## config.mk

```make
export PLATFORM = sky130hd
export DESIGN_NAME = rdio_mapper
export DESIGN_NICKNAME = d
export VERILOG_FILES = /design/src/hw/rdio_pkg.sv /design/src/hw/rdio_mapper.sv
export SDC_FILE = /design/constraint.sdc
export NUM_CORES = 1
export LEC_CHECK = 0
export BUFFER_PORTS_ARGS = -buffer_cell sky130_fd_sc_hd__buf_2
export CAP_MARGIN = 20
export CORE_UTILIZATION = 63
export CTS_CLUSTER_DIAMETER = 120
export DETAILED_ROUTE_END_ITERATION = 10
export GPL_ROUTABILITY_DRIVEN = 0
export PLACE_DENSITY_LB_ADDON = 0.1
export SLEW_MARGIN = 15
export SYNTH_ARGS = -nofsm -noshare
export SYNTH_HDL_FRONTEND = slang
export SYNTH_SLANG_ARGS = --single-unit
```

## constraint.sdc

```tcl
create_clock -name pclk -period 5.6 [get_ports pclk]
set_input_delay 0.28 -clock pclk [delete_from_list [all_inputs] [get_ports pclk]]
set_output_delay 0.28 -clock pclk [all_outputs]
set_load 0.01 [all_outputs]
```

## src/hw/rdio_pkg.sv

```systemverilog
package rdio_pkg;

  // ------------------------------------------------------------
  // Sizes
  // ------------------------------------------------------------
  localparam int N_IN = 10;
  localparam int N_OUT = 16;

  // ------------------------------------------------------------
  // Register map (byte addresses)
  // ------------------------------------------------------------
  localparam logic [11:0] ADDR_CTRL = 12'h000;
  localparam logic [11:0] ADDR_STATUS = 12'h004;
  localparam logic [11:0] ADDR_POWER = 12'h008;
  localparam logic [11:0] ADDR_PRESET = 12'h00c;
  localparam logic [11:0] ADDR_INCFG = 12'h040;
  localparam logic [11:0] ADDR_OUTCFG = 12'h080;

  // ------------------------------------------------------------
  // Field positions and reset values
  // ------------------------------------------------------------
  localparam int CFG_FN_LSB = 0;
  localparam int CFG_POL_LSB = 4;
  localparam int CFG_ARG_LSB = 8;
  localparam int OCFG_SRC_LSB = 0;
  localparam int OCFG_ARG_LSB = 4;
  localparam int OCFG_INV_BIT = 8;
  localparam int ST_RF_BIT = 16;
  localparam int ST_EXC_BIT = 17;
  localparam int ST_AUTO_BIT = 18;
  localparam int ST_RFEN_BIT = 19;
  localparam logic CTRL_RST = 1'b0;
  localparam logic [6:0] POWER_RST = 7'h64;
  localparam logic [6:0] POWER_MAX = 7'h64;
  localparam logic [6:0] POWER_STEP = 7'h01;
  localparam logic [3:0] PRESET_RST = 4'h0;
  localparam logic [11:0] INCFG_RST = 12'h000;
  localparam logic [8:0] OUTCFG_RST = 9'h000;

  // ------------------------------------------------------------
  // Timing
  // ------------------------------------------------------------
  localparam int CLK_MHZ = 200;
  localparam int FILT_NS = 1000;
  localparam int FILT_CYC = (FILT_NS * CLK_MHZ + 999) / 1000;
  localparam int HOST_RST_NS = 10000;
  localparam int HOST_RST_CYC = (HOST_RST_NS * CLK_MHZ + 999) / 1000;
  localparam int HALF_SEC_MS = 500;
  localparam int HALF_SEC_CYC = HALF_SEC_MS * CLK_MHZ * 1000;

  // ------------------------------------------------------------
  // Encodings
  // ------------------------------------------------------------
  typedef enum logic [3:0] {
    FN_NONE = 4'h0, FN_RF = 4'h1, FN_RESET = 4'h2, FN_REBOOT = 4'h3,
    FN_EXCITER = 4'h4, FN_AUTO = 4'h5, FN_POWER = 4'h6, FN_PRESET = 4'h7
  } rdio_fn_e;

  typedef enum logic [3:0] {
    POL_RISE_ON = 4'h0, POL_FALL_ON = 4'h1, POL_RISE_OFF = 4'h2,
    POL_FALL_OFF = 4'h3, POL_FALL_TOG = 4'h4, POL_RISE_TOG = 4'h5,
    POL_RON_FOFF = 4'h6, POL_FON_ROFF = 4'h7, POL_HI_INC = 4'h8,
    POL_LO_INC = 4'h9, POL_HI_DEC = 4'ha, POL_LO_DEC = 4'hb
  } rdio_pol_e;

  typedef enum logic [3:0] {
    SRC_NONE = 4'h0, SRC_REMOTE = 4'h1, SRC_RF = 4'h2, SRC_PRESET = 4'h3,
    SRC_EXCITER = 4'h4, SRC_AUTO = 4'h5, SRC_ALARM = 4'h6, SRC_AUDIO = 4'h7
  } rdio_src_e;

  typedef enum logic [1:0] {
    APB_IDLE = 2'b01, APB_ACK = 2'b10
  } rdio_apb_e;

endpackage

```

## src/hw/rdio_mapper.sv

```systemverilog
// Local design decisions: the APB interface to the registers and the address map.
`timescale 1ns/100ps
// How it works
// - Ten inputs, each mapped to one function
// - Inputs ignored unless remote control enabled
// - Unassigned input has no effect at all
// - RF input issues RF on/off requests
// - Reset input requests full system reset
// - Reboot input pulses host console reset
// - Exciter input selects exciter A or B
// - Toggle activations invert auto changeover enable
// - Power step changes level by one percent
// - Held power input repeats every half second
// - Lowest active power input index wins
// - Preset input makes its preset active
// - Turn-on polarity activates on chosen edge
// - Turn-off polarity deactivates on chosen edge
// - Toggle polarity alternates on successive edges
// - Combined polarity: one edge on, other off
// - Level polarities drive power and preset
// - Sixteen outputs, each one source or none
// - Remote-enabled output low while remote
// - Preset/exciter outputs low or released
// - Alarm and audio outputs show their source
// - Each output with a source has its sense selectable by invert bit
module rdio_mapper #(
  parameter int REPEAT_CYC = rdio_pkg::HALF_SEC_CYC
) (
  input wire logic pclk,
  input wire logic presetn,
  input wire logic psel,
  input wire logic penable,
  input wire logic pwrite,
  input wire logic [11:0] paddr,
  input wire logic [31:0] pwdata,
  output logic [31:0] prdata,
  output logic pready,
  output logic pslverr,
  input wire logic [9:0] remote_in,
  input wire logic rf_stage_on,
  input wire logic [15:0] alarm,
  input wire logic [3:0] audio_active,
  output logic rf_on_req,
  output logic rf_off_req,
  output logic sys_reset_req,
  output logic host_reset,
  output logic remote_enabled,
  output logic exciter_b,
  output logic auto_changeover,
  output logic [6:0] power_level,
  output logic [3:0] preset_active,
  output logic [15:0] rout_o,
  output logic [15:0] rout_oe
);

  typedef struct packed {
    rdio_pkg::rdio_apb_e ap;
    logic pready;
    logic pslverr;
    logic [31:0] prdata;
    logic remote;
    logic [6:0] power;
    logic [3:0] preset;
    logic exciter_b;
    logic auto_co;
    logic rf_en;
    logic [9:0][11:0] incfg;
    logic [15:0][8:0] outcfg;
    logic [9:0] sync1;
    logic [9:0] sync2;
    logic [9:0] filt;
    logic [9:0] filtp;
    logic [9:0] tog;
    logic [9:0][7:0] fcnt;
    logic [26:0] rep_cnt;
    logic [3:0] rep_idx;
    logic rep_act;
    logic rep_dir;
    logic rf_on_req;
    logic rf_off_req;
    logic sys_reset_req;
    logic host_reset;
    logic [10:0] host_cnt;
    logic [15:0] dout_o;
    logic [15:0] dout_oe;
  } rdio_state_s;

  rdio_state_s s;
  rdio_state_s next_s;

  // Selected-edge sense of a polarity: high when the input is "asserted"
  function automatic logic pol_act(input logic [3:0] pol, input logic x);
    unique case (pol)
      rdio_pkg::POL_RISE_ON, rdio_pkg::POL_RISE_OFF, rdio_pkg::POL_RISE_TOG,
      rdio_pkg::POL_RON_FOFF, rdio_pkg::POL_HI_INC, rdio_pkg::POL_HI_DEC:
        pol_act = x;
      default:
        pol_act = ~x;
    endcase
  endfunction

  // ------------------------------------------------------------
  // Next state
  // ------------------------------------------------------------
  always_comb begin
    logic [3:0] fn;
    logic [3:0] pol;
    logic [3:0] arg;
    logic a_now;
    logic a_old;
    logic edge_sel;
    logic on_ev;
    logic off_ev;
    logic is_fall;
    logic win;
    logic [3:0] widx;
    logic wdir;
    logic step;
    logic cond;
    logic low;
    logic [3:0] idx;
    fn = 4'h0;
    pol = 4'h0;
    arg = 4'h0;
    a_now = 1'b0;
    a_old = 1'b0;
    edge_sel = 1'b0;
    on_ev = 1'b0;
    off_ev = 1'b0;
    is_fall = 1'b0;
    win = 1'b0;
    widx = 4'h0;
    wdir = 1'b0;
    step = 1'b0;
    cond = 1'b0;
    low = 1'b0;
    idx = 4'h0;
    next_s = s;
    next_s.rf_on_req = 1'b0;
    next_s.rf_off_req = 1'b0;
    next_s.sys_reset_req = 1'b0;

    // APB slave: answer registered in the first access cycle
    unique case (s.ap)
      rdio_pkg::APB_IDLE: begin
        if (psel && !penable) begin
          next_s.ap = rdio_pkg::APB_ACK;
          next_s.pready = 1'b1;
          next_s.pslverr = 1'b0;
          next_s.prdata = 32'h0000_0000;
          idx = paddr[5:2];
          if (paddr == rdio_pkg::ADDR_CTRL) begin
            next_s.prdata[0] = s.remote;
          end else if (paddr == rdio_pkg::ADDR_STATUS) begin
            next_s.prdata[9:0] = s.filt;
            next_s.prdata[rdio_pkg::ST_RF_BIT] = rf_stage_on;
            next_s.prdata[rdio_pkg::ST_EXC_BIT] = s.exciter_b;
            next_s.prdata[rdio_pkg::ST_AUTO_BIT] = s.auto_co;
            next_s.prdata[rdio_pkg::ST_RFEN_BIT] = s.rf_en;
          end else if (paddr == rdio_pkg::ADDR_POWER) begin
            next_s.prdata[6:0] = s.power;
          end else if (paddr == rdio_pkg::ADDR_PRESET) begin
            next_s.prdata[3:0] = s.preset;
          end else if (paddr[11:6] == rdio_pkg::ADDR_INCFG[11:6] &&
                       paddr[1:0] == 2'b00 && idx < 4'ha) begin
            next_s.prdata[11:0] = s.incfg[idx];
          end else if (paddr[11:6] == rdio_pkg::ADDR_OUTCFG[11:6] &&
                       paddr[1:0] == 2'b00) begin
            next_s.prdata[8:0] = s.outcfg[idx];
          end else begin
            next_s.pslverr = 1'b1;
          end
        end
      end
      rdio_pkg::APB_ACK: begin
        next_s.ap = rdio_pkg::APB_IDLE;
        next_s.pready = 1'b0;
        next_s.pslverr = 1'b0;
        idx = paddr[5:2];
        if (psel && penable && pwrite && !s.pslverr) begin
          if (paddr == rdio_pkg::ADDR_CTRL) begin
            next_s.remote = pwdata[0];
          end else if (paddr == rdio_pkg::ADDR_POWER) begin
            next_s.power = (pwdata[6:0] > rdio_pkg::POWER_MAX) ?
                           rdio_pkg::POWER_MAX : pwdata[6:0];
          end else if (paddr == rdio_pkg::ADDR_PRESET) begin
            next_s.preset = pwdata[3:0];
          end else if (paddr[11:6] == rdio_pkg::ADDR_INCFG[11:6]) begin
            next_s.incfg[idx] = pwdata[11:0];
          end else if (paddr[11:6] == rdio_pkg::ADDR_OUTCFG[11:6]) begin
            next_s.outcfg[idx] = pwdata[8:0];
          end
        end
      end
    endcase

    next_s.sync1 = remote_in;
    next_s.sync2 = s.sync1;
    next_s.filtp = s.filt;
    for (int i = 0; i < rdio_pkg::N_IN; i++) begin
      if (s.sync2[i] == s.filt[i]) begin
        next_s.fcnt[i] = 8'h00;
      end else if (s.fcnt[i] == 8'(rdio_pkg::FILT_CYC - 1)) begin
        next_s.fcnt[i] = 8'h00;
        next_s.filt[i] = s.sync2[i];
      end else begin
        next_s.fcnt[i] = s.fcnt[i] + 8'h01;
      end
    end

    // Per-input event decode; descending loop so the lowest index wins
    for (int i = rdio_pkg::N_IN - 1; i >= 0; i--) begin
      fn = s.incfg[i][rdio_pkg::CFG_FN_LSB +: 4];
      pol = s.incfg[i][rdio_pkg::CFG_POL_LSB +: 4];
      arg = s.incfg[i][rdio_pkg::CFG_ARG_LSB +: 4];
      a_now = pol_act(pol, s.filt[i]);
      a_old = pol_act(pol, s.filtp[i]);
      edge_sel = a_now & ~a_old;
      is_fall = (pol == rdio_pkg::POL_FALL_TOG);
      on_ev = 1'b0;
      off_ev = 1'b0;
      unique case (pol)
        rdio_pkg::POL_RISE_OFF, rdio_pkg::POL_FALL_OFF: begin
          off_ev = edge_sel;
        end
        // toggle: falling variant starts by deactivating
        rdio_pkg::POL_FALL_TOG, rdio_pkg::POL_RISE_TOG: begin
          on_ev = edge_sel & (s.tog[i] == is_fall);
          off_ev = edge_sel & (s.tog[i] != is_fall);
        end
        rdio_pkg::POL_RON_FOFF, rdio_pkg::POL_FON_ROFF: begin
          on_ev = edge_sel;
          off_ev = a_old & ~a_now;
        end
        // turn-on and level polarities start on the selected edge
        default: begin
          on_ev = edge_sel;
        end
      endcase
      // remote gating, unassigned inputs do nothing
      if (!s.remote || fn == rdio_pkg::FN_NONE) begin
        on_ev = 1'b0;
        off_ev = 1'b0;
      end else if (edge_sel && (pol == rdio_pkg::POL_FALL_TOG ||
                                pol == rdio_pkg::POL_RISE_TOG)) begin
        next_s.tog[i] = ~s.tog[i];
      end
      unique case (fn)
        rdio_pkg::FN_RF: begin
          if (on_ev) begin
            next_s.rf_on_req = 1'b1;
            next_s.rf_en = 1'b1;
          end
          if (off_ev) begin
            next_s.rf_off_req = 1'b1;
            next_s.rf_en = 1'b0;
          end
        end
        rdio_pkg::FN_RESET: begin
          if (on_ev) begin
            next_s.sys_reset_req = 1'b1;
          end
        end
        rdio_pkg::FN_REBOOT: begin
          if (on_ev) begin
            next_s.host_reset = 1'b1;
            next_s.host_cnt = 11'(rdio_pkg::HOST_RST_CYC - 1);
          end
        end
        rdio_pkg::FN_EXCITER: begin
          if (on_ev) begin
            next_s.exciter_b = arg[0];
          end
        end
        rdio_pkg::FN_AUTO: begin
          // toggle inverts, other polarities set or clear
          if (pol == rdio_pkg::POL_FALL_TOG || pol == rdio_pkg::POL_RISE_TOG) begin
            if (on_ev || off_ev) begin
              next_s.auto_co = ~s.auto_co;
            end
          end else if (on_ev) begin
            next_s.auto_co = 1'b1;
          end else if (off_ev) begin
            next_s.auto_co = 1'b0;
          end
        end
        rdio_pkg::FN_POWER: begin
          // lowest active index; DEC polarities step down, other polarities take direction from arg[0]
          if (s.remote && a_now) begin
            win = 1'b1;
            widx = 4'(i);
            wdir = (pol == rdio_pkg::POL_HI_DEC || pol == rdio_pkg::POL_LO_DEC)
                   ? 1'b1 : arg[0];
          end
        end
        rdio_pkg::FN_PRESET: begin
          if (on_ev) begin
            next_s.preset = arg;
          end
        end
        default: begin
        end
      endcase
    end

    if (s.host_reset && next_s.host_cnt == s.host_cnt) begin
      if (s.host_cnt == 11'h000) begin
        next_s.host_reset = 1'b0;
      end else begin
        next_s.host_cnt = s.host_cnt - 11'h001;
      end
    end

    // repeat while held, restart on a change of held input
    if (!win) begin
      next_s.rep_act = 1'b0;
    end else if (!s.rep_act || widx != s.rep_idx || wdir != s.rep_dir) begin
      step = 1'b1;
      next_s.rep_act = 1'b1;
      next_s.rep_idx = widx;
      next_s.rep_dir = wdir;
      next_s.rep_cnt = 27'(REPEAT_CYC - 1);
    end else if (s.rep_cnt == 27'h0) begin
      step = 1'b1;
      next_s.rep_cnt = 27'(REPEAT_CYC - 1);
    end else begin
      next_s.rep_cnt = s.rep_cnt - 27'h1;
    end
    // one percent step, saturating; overrides a same-cycle write
    if (step) begin
      if (!wdir && s.power < rdio_pkg::POWER_MAX) begin
        next_s.power = s.power + rdio_pkg::POWER_STEP;
      end else if (wdir && s.power != 7'h00) begin
        next_s.power = s.power - rdio_pkg::POWER_STEP;
      end else begin
        next_s.power = s.power;
      end
    end

    for (int j = 0; j < rdio_pkg::N_OUT; j++) begin
      arg = s.outcfg[j][rdio_pkg::OCFG_ARG_LSB +: 4];
      unique case (s.outcfg[j][rdio_pkg::OCFG_SRC_LSB +: 4])
        rdio_pkg::SRC_REMOTE: cond = s.remote;
        rdio_pkg::SRC_RF: cond = rf_stage_on;
        rdio_pkg::SRC_PRESET: cond = (s.preset == arg);
        rdio_pkg::SRC_EXCITER: cond = (s.exciter_b == arg[0]);
        rdio_pkg::SRC_AUTO: cond = s.auto_co;
        rdio_pkg::SRC_ALARM: cond = alarm[arg];
        rdio_pkg::SRC_AUDIO: cond = audio_active[arg[1:0]];
        default: cond = 1'b0;
      endcase
      low = cond ^ s.outcfg[j][rdio_pkg::OCFG_INV_BIT];
      unique case (s.outcfg[j][rdio_pkg::OCFG_SRC_LSB +: 4])
        rdio_pkg::SRC_PRESET, rdio_pkg::SRC_EXCITER: begin
          // open collector: pull low or release
          next_s.dout_o[j] = 1'b0;
          next_s.dout_oe[j] = low;
        end
        rdio_pkg::SRC_REMOTE, rdio_pkg::SRC_RF, rdio_pkg::SRC_AUTO,
        rdio_pkg::SRC_ALARM, rdio_pkg::SRC_AUDIO: begin
          next_s.dout_o[j] = ~low;
          next_s.dout_oe[j] = 1'b1;
        end
        default: begin
          next_s.dout_o[j] = 1'b1;
          next_s.dout_oe[j] = 1'b0;
        end
      endcase
    end
  end

  // ------------------------------------------------------------
  // State register
  // ------------------------------------------------------------
  always_ff @(posedge pclk or negedge presetn) begin
    if (!presetn) begin
      s <= '0;
      s.ap <= rdio_pkg::APB_IDLE;
      s.remote <= rdio_pkg::CTRL_RST;
      s.power <= rdio_pkg::POWER_RST;
      s.preset <= rdio_pkg::PRESET_RST;
      s.incfg <= {rdio_pkg::N_IN{rdio_pkg::INCFG_RST}};
      s.outcfg <= {rdio_pkg::N_OUT{rdio_pkg::OUTCFG_RST}};
      s.dout_o <= 16'hffff;
    end else begin
      s <= next_s;
    end
  end

  assign prdata = s.prdata;
  assign pready = s.pready;
  assign pslverr = s.pslverr;
  assign rf_on_req = s.rf_on_req;
  assign rf_off_req = s.rf_off_req;
  assign sys_reset_req = s.sys_reset_req;
  assign host_reset = s.host_reset;
  assign remote_enabled = s.remote;
  assign exciter_b = s.exciter_b;
  assign auto_changeover = s.auto_co;
  assign power_level = s.power;
  assign preset_active = s.preset;
  assign rout_o = s.dout_o;
  assign rout_oe = s.dout_oe;

  // ------------------------------------------------------------
  // Checks
  // ------------------------------------------------------------
  logic apb_wr;
  assign apb_wr = psel & penable & s.pready & pwrite;
endmodule

```

==> impl_metrics.csv, run 1 <==
group,metric,value,unit
outcome,status,"finished, final reports clean",
sta,period_minus_slack,4.80,ns
sta,fin_skew,0.0265,ns
floorplanning,die_w,229,um
sta,rsz0062_at_grt,"false",
clock_tree,clock_latency,0.63,ns
cells_and_area,final_nets,3131,
pwr,peakVddDrop,0.215,mV
place,place_hpwl,65100,um
synthesis,synth_top_family_by_area,"multiplexers",
worst_setup_path,path_class,"flip-flop to flip-flop",
floorplanning,rows,82,
global_routing,grt_pass1_wl,148000,um
drt,finalWirelength,96000,um
cells_and_area,syn_to_final_growth,7.51,%
global_routing,grt_max_degree,155,
drt,drc,0,
drt,post_drt_wl_per_cell,25.6,um
synthesis,async_flop_share,1.00,
clock_tree,htreeDepth,2,
drt,top_layer,"met5",
drt,wl_met1,35700,um
synthesis,synth_mux_area_frac,0.230,
synthesis,synth_cell_types,99,
drt,firstDrtPassIters,6,
drt,wl_met2,43700,um
worst_setup_path,arrival,5.36,ns
synthesis,synth_top_cell_by_area,"dfrtp_1",
worst_setup_path,critPathLaunchType,"flip-flop",
worst_setup_path,end_kind,"flip-flop",
global_routing,overflow,0,
synthesis,seq_area_frac_synth,0.393,
synthesis,ys_ff_latch,508,
cells_and_area,fillCellCount,3711,
synthesis,synth_top_area_share,0.377,
synthesis,ys_top_cells_by_area,"dfrtp_1 (38%), mux4_2 (12%), mux2_2 (9.1%)",
cells_and_area,utilization,0.691,
floorplanning,fp.dieArea,0.0524,mm^2
worst_hold_path,hp-class,"primary input to flip-flop",
synthesis,synth_warnings,0,
sta,slew-limit-headroom,0.282,
worst_setup_path,required,6.16,ns
sta,setup_viol,0,
drt,ant_nets,0,
synthesis,syn-instance-count,3101,
synthesis,synthSimpleGateAreaFrac,0.156,
sta,fin_tns_setup,0,ns
worst_setup_path,r2r_slack,0.80,ns
clock_tree,clk_pin_slew,0.06,ns
synthesis,synth_edf_count,0,
clock_tree,cts_sinks,508,
cells_and_area,multiInputGateArea,0.0180,mm^2
synthesis,synth-compound-area-share,0.103,
global_routing,grtUsageTotal,0.367,
synthesis,syn_area,0.0324,mm^2
clock_tree,cts_buffers,55,
worst_setup_path,crit_fanout,13,
synthesis,synthFlopType,"dfrtp_1",
floorplanning,io_pins,164,
clock_tree,cts_tree,"done",
sta,finalHoldViolations,0,
floorplanning,fp.dieH,229,um
global_routing,antenna_found_initial,9,
synthesis,synth_xor_area_frac,0.0551,
sta,worstMarginPinSlew,1.07,ns
pwr,p_leak,15.0,nW
synthesis,synth.avg_cell_area,10.5,um^2
floorplanning,core_area,0.0505,mm^2
sta,period_share,0.857,
cells_and_area,regArea,0.0127,mm^2
floorplanning,start_util,0.642,
place,numPortBuffers,127,
pwr,p_per_area,232,mW/mm^2
clock_tree,postCtsSetupBuffers,0,
drt,vias,26100,
global_routing,grt_pass1_vias,25200,
cells_and_area,drive_above_1_share,0.249,
drt,viasPerCell,6.96,
synthesis,synthAdderAreaFrac,0.00795,
drt,drt_iter0_drc,3479,
sta,slew_viol_final,0,
clock_tree,cts_root_buf,"clkbuf_16",
flow_run,drv_cap,0,
drt,met3_length,10600,um
sta,fmax,0.208,GHz
clock_tree,cts_buffer_depth,3,
==> final timing paths <==
check | from | endpoint | cells past startpoint
worst max-delay path | s[432]$_DFFE_PN0P_ | power_level[6]$_DFFE_PN1P_ | 20
worst min-delay path | penable | s[524]$_DFFE_PN0P_ | 3
worst max register to register | s[432]$_DFFE_PN0P_ | power_level[6]$_DFFE_PN1P_ | 20
worst min register to register | next_s[197]$_DFF_PN0_ | s[197]$_DFF_PN0_ | 0
max in group asynchronous | presetn | s[103]$_DFF_PN0_ | 3
min in group asynchronous | presetn | s[273]$_DFFE_PN0P_ | 2
==> flip-flops by register name (all words and copies together) (netlist names) <==
register / cells
sys_reset_req: 1
rout_o: 16
s: 421
exciter_b: 1
host_reset: 1
pslverr: 1
preset_active: 4
rout_oe: 16
rf_off_req: 1
auto_changeover: 1
prdata: 16
rf_on_req: 1
remote_enabled: 1
power_level: 7
next_s: 20
==> power by group <==
group          leakage [nW]  internal (W)  switching, W
logic                  7.30      0.000155      0.000324
registers              6.76       0.00371     0.0000250
clock network         0.950       0.00233       0.00155
total                  15.0       0.00620       0.00190
==> stage by stage <==
step / worst slack, ns / hold slack (ns) / cell area [um^2] / total power, W / instances
2_1_floorplan: 1.40 / -0.0156 / 32500 / 0.00405 / 3116
3_3_place_gp: 1.04 / 0.334 / 32800 / 0.00425 / 3632
3_5_place_dp: 0.907 / 0.335 / 32800 / 0.00426 / 3632
4_1_cts: 0.884 / 0.00370 / 34800 / 0.00813 / 3746
5_1_grt: 0.532 / 0.0515 / 34900 / 0.00830 / 3748
6_report: 0.798 / 0.0305 / 34900 / 0.00809 / 3751
==> placed cells by master, fill, tap and decap left out, drive strengths merged, types with 29 or more instances in the layout <==
| cell | Yosys | routed |
|---|---|---|
| a21oi | 95 | 95 |
| dfrtp | 488 | 488 |
| inv | 77 | 77 |
| nor2 | 252 | 252 |
| nand4 | 31 | 31 |
| nand2 | 220 | 220 |
| a22oi | 29 | 29 |
| buf | 117 | 161 |
| nor4 | 39 | 39 |
| mux2i | 57 | 57 |
| clkbuf | 198 | 75 |
| o21ai | 127 | 127 |
| nand3 | 89 | 89 |
| a211oi | 30 | 30 |
| mux4 | 174 | 174 |
| xnor2 | 91 | 91 |
| nor2b | 60 | 60 |
| mux2 | 263 | 263 |
| nor3 | 65 | 65 |
| nand2b | 52 | 52 |
| xor2 | 113 | 113 |
==> cells by family after synthesis <==
| family | after synthesis |
|---|---|
| simple gates | 985 |
| flops | 508 |
| compound gates | 497 |
| mux | 494 |
| buf+inv | 392 |
| xor+xnor | 204 |
| fa+ha+maj | 20 |
| other cells | 1 |
==> worst max-delay path: stages (launching register included) <==
cell	delay, ns
dfrtp_1	0.55
or3b_1	0.45
nand2_1	0.09
o21ai_0	0.13
mux2i_1	0.45
a221oi_1	0.10
a211oi_1	0.38
nor2_1	0.17
o21bai_1	0.17
buf_4	0.18
nand2_1	0.17
fa_1	0.45
a21oi_1	0.15
nor2_1	0.06
nor2_1	0.16
o21bai_1	0.08
a21oi_1	0.29
nor3_1	0.10
mux2_2	0.27
o21ai_0	0.15
o221a_1	0.20
==> final cells by class <==
class	count	share of cell area
Multi-Input combinational cell	2216	0.516
Sequential cell	508	0.365
Clock buffer	75	0.0463
Timing Repair Buffer	173	0.0304
Tap cell	672	0.0241
Clock inverter	27	0.00933
Inverter	77	0.00836
Antenna cell	3	0.000215
==> routing by layer <==
layer | vias to the layer above | global-route usage
met4 | 8 | 0.206
met3 | 416 | 0.0867
li1 | 11100 | -
met1 | 12800 | 0.479
met2 | 1695 | 0.566
met5 | - | 0
==> cell usage after synthesis (all sizes together), types with 15 or more instances <==
master	instances
mux4	174
ha	19
nor3b	16
a21oi	95
dfstp	20
nor4	39
nand4	31
nand2	220
a221oi	24
or2	24
buf	117
dfrtp	488
inv	77
o22ai	15
nor3	65
a211oi	30
nor2	252
mux2	263
a22oi	29
o21ai	127
a21o	15
nor2b	60
mux2i	57
and3	25
a31oi	26
nand3b	23
nand3	89
o211ai	17
xor2	113
nand2b	52
xnor2	91
clkbuf	198
==> what timing repair did <==
item                                   4_1_cts  5_1_grt
endpoints found under the hold margin       99        0
resized for setup                            0        0
hold buffers                                12        0
Power figures use the tool's default switching activity.
==> inputs of run 2 (changes only) <==
==> constraint.sdc (replaced) <==
create_clock -name pclk -period 5.2 [get_ports pclk]
set_input_delay 0.26 -clock pclk [delete_from_list [all_inputs] [get_ports pclk]]
set_output_delay 0.26 -clock pclk [all_outputs]
set_load 0.01 [all_outputs]
==> impl_metrics.csv, run 2 (same netlist as run 1, synthesis figures left out) <==
group,metric,value,unit
outcome,status,"finished, final reports clean",
clock_tree,clk_pin_slew,0.06,ns
drt,viasPerCell,7.01,
drt,firstDrtPassIters,7,
cells_and_area,final_common_cell,"dfrtp_1",
worst_setup_path,crit_chain,"and4bb_2 > nor3_1 > mux2i_1 > nand2_1 > or3_1 > nor3_1 > xor2_1 > nor4_2 > a31oi_2 > mux2_4 > o221a_1",
sta,rsz0062_at_grt,"false",
floorplanning,fp.dieArea,0.0524,mm^2
worst_setup_path,crit_top_cell,"nor3_1",
worst_hold_path,hp-class,"primary input to flip-flop",
worst_setup_path,critPathLaunchType,"flip-flop",
drt,finalWirelength,97500,um
clock_tree,cts_buffer_depth,3,
place,place_hpwl,66300,um
cells_and_area,regArea,0.0127,mm^2
clock_tree,cts_tree,"done",
cells_and_area,syn_to_final_growth,7.96,%
place,place_area,0.0329,mm^2
clock_tree,cts_sinks,508,
flow_run,drv_cap,0,
floorplanning,core_area,0.0505,mm^2
pwr,p_leak,15.1,nW
worst_setup_path,cp_slowest_stage_delay,0.86,ns
pwr,peakVddDrop,0.252,mV
sta,fin_skew,0.0150,ns
worst_setup_path,arrival,5.28,ns
sta,finalHoldViolations,0,
floorplanning,io_pins,164,
cells_and_area,design_area,0.0350,mm^2
global_routing,grt_pass1_wl,151000,um
global_routing,overflow,0,
clock_tree,ctsResizeCount,0,
worst_setup_path,path_class,"flip-flop to flip-flop",
sta,worstMarginPinSlew,1.15,ns
cells_and_area,layout_common_cells,"dfrtp_1 (487), mux2_2 (262), nor2_1 (252)",
sta,period_share,0.919,
cells_and_area,multiInputGateArea,0.0180,mm^2
cells_and_area,largest_reg_flops,421,
global_routing,antenna_found_initial,2,
clock_tree,cts_buffers,54,
cells_and_area,final_nets,3142,
floorplanning,die_w,229,um
sta,slew_viol_final,0,
sta,fmax,0.209,GHz
clock_tree,clock_latency,0.62,ns
sta,fin_tns_setup,0,ns
floorplanning,start_util,0.642,
global_routing,grtUsageTotal,0.375,
place,numPortBuffers,127,
global_routing,grt_pass1_vias,25700,
cells_and_area,regMostFlops,"s",
sta,slew-limit-headroom,0.225,
sta,setup_viol,0,
floorplanning,fp.dieH,229,um
drt,post_drt_wl_per_cell,25.9,um
worst_setup_path,cp_slowest_cell,"a31oi_2",
cells_and_area,fillCellCount,3714,
pwr,p_per_area,251,mW/mm^2
drt,drt_iter0_drc,3565,
clock_tree,cts_root_buf,"clkbuf_16",
worst_setup_path,required,5.70,ns
global_routing,grt_max_degree,130,
worst_setup_path,r2r_slack,0.42,ns
drt,ant_nets,0,
clock_tree,htreeDepth,2,
sta,period_minus_slack,4.78,ns
drt,vias,26300,
drt,drc,0,
floorplanning,rows,82,
worst_setup_path,crit_fanout,22,
cells_and_area,drive_above_1_share,0.251,
worst_setup_path,end_kind,"flip-flop",
run 2: critical path, delay by kind of cell (launching register included):
kind                      cells  cell delay, ns
DFF                           1            0.52
and+or+nand+nor               6            1.71
AOI/OAI and AO/OA             2            1.09
xor gates and xnor gates      1            0.21
muxes                         2            1.13
run 2: per-stage QoR:
stage	setup WS [ns]	hold WS [ns]	utilization	cells	total power [W]
2_1_floorplan	1.00	-0.0356	-	3116	0.00436
3_3_place_gp	0.727	0.319	0.652	3644	0.00458
3_5_place_dp	0.609	0.326	0.652	3644	0.00460
4_1_cts	0.559	0.0107	0.693	3755	0.00882
5_1_grt	0.178	0.0443	0.693	3756	0.00902
6_report	0.419	0.0424	0.694	3759	0.00878
run 2: cell type report:
cell class | count | share of cell area
Antenna cell | 3 | 0.000214
Clock buffer | 73 | 0.0447
Clock inverter | 25 | 0.0111
Inverter | 77 | 0.00833
Multi-Input combinational cell | 2216 | 0.514
Sequential cell | 508 | 0.364
Tap cell | 672 | 0.0240
Timing Repair Buffer | 185 | 0.0340
run 2: power by group:
part	leakage, nW	internal (W)	switching, W
Sequential	6.76	0.00399	0.0000270
Clock	0.964	0.00259	0.00164
Combinational	7.37	0.000171	0.000354
run 2: layer usage:
layer | share of wire | track usage
met2 | 0.45 | 0.574
met5 | 0.00013 | 0
met4 | 0.067 | 0.224
met3 | 0.12 | 0.0976
met1 | 0.36 | 0.481
run 2: what timing repair did:
item                                   in CTS  in global routing
hold buffers                               13                  0
buffers inserted                            0                  0
endpoints found under the hold margin      89                  0
run 2: worst paths after layout:
kind / cells past startpoint / from / to
max: 11 / s[358]$_DFFE_PN0P_ / power_level[1]$_DFFE_PN0P_
min: 2 / pwdata[11] / s[401]$_DFFE_PN0P_
max reg2reg: 11 / s[358]$_DFFE_PN0P_ / power_level[1]$_DFFE_PN0P_
min reg2reg: 0 / next_s[190]$_DFF_PN0_ / s[190]$_DFF_PN0_
max in group asynchronous: 3 / presetn / auto_changeover$_DFF_PN0_
min in group asynchronous: 2 / presetn / rout_oe[5]$_DFF_PN0_
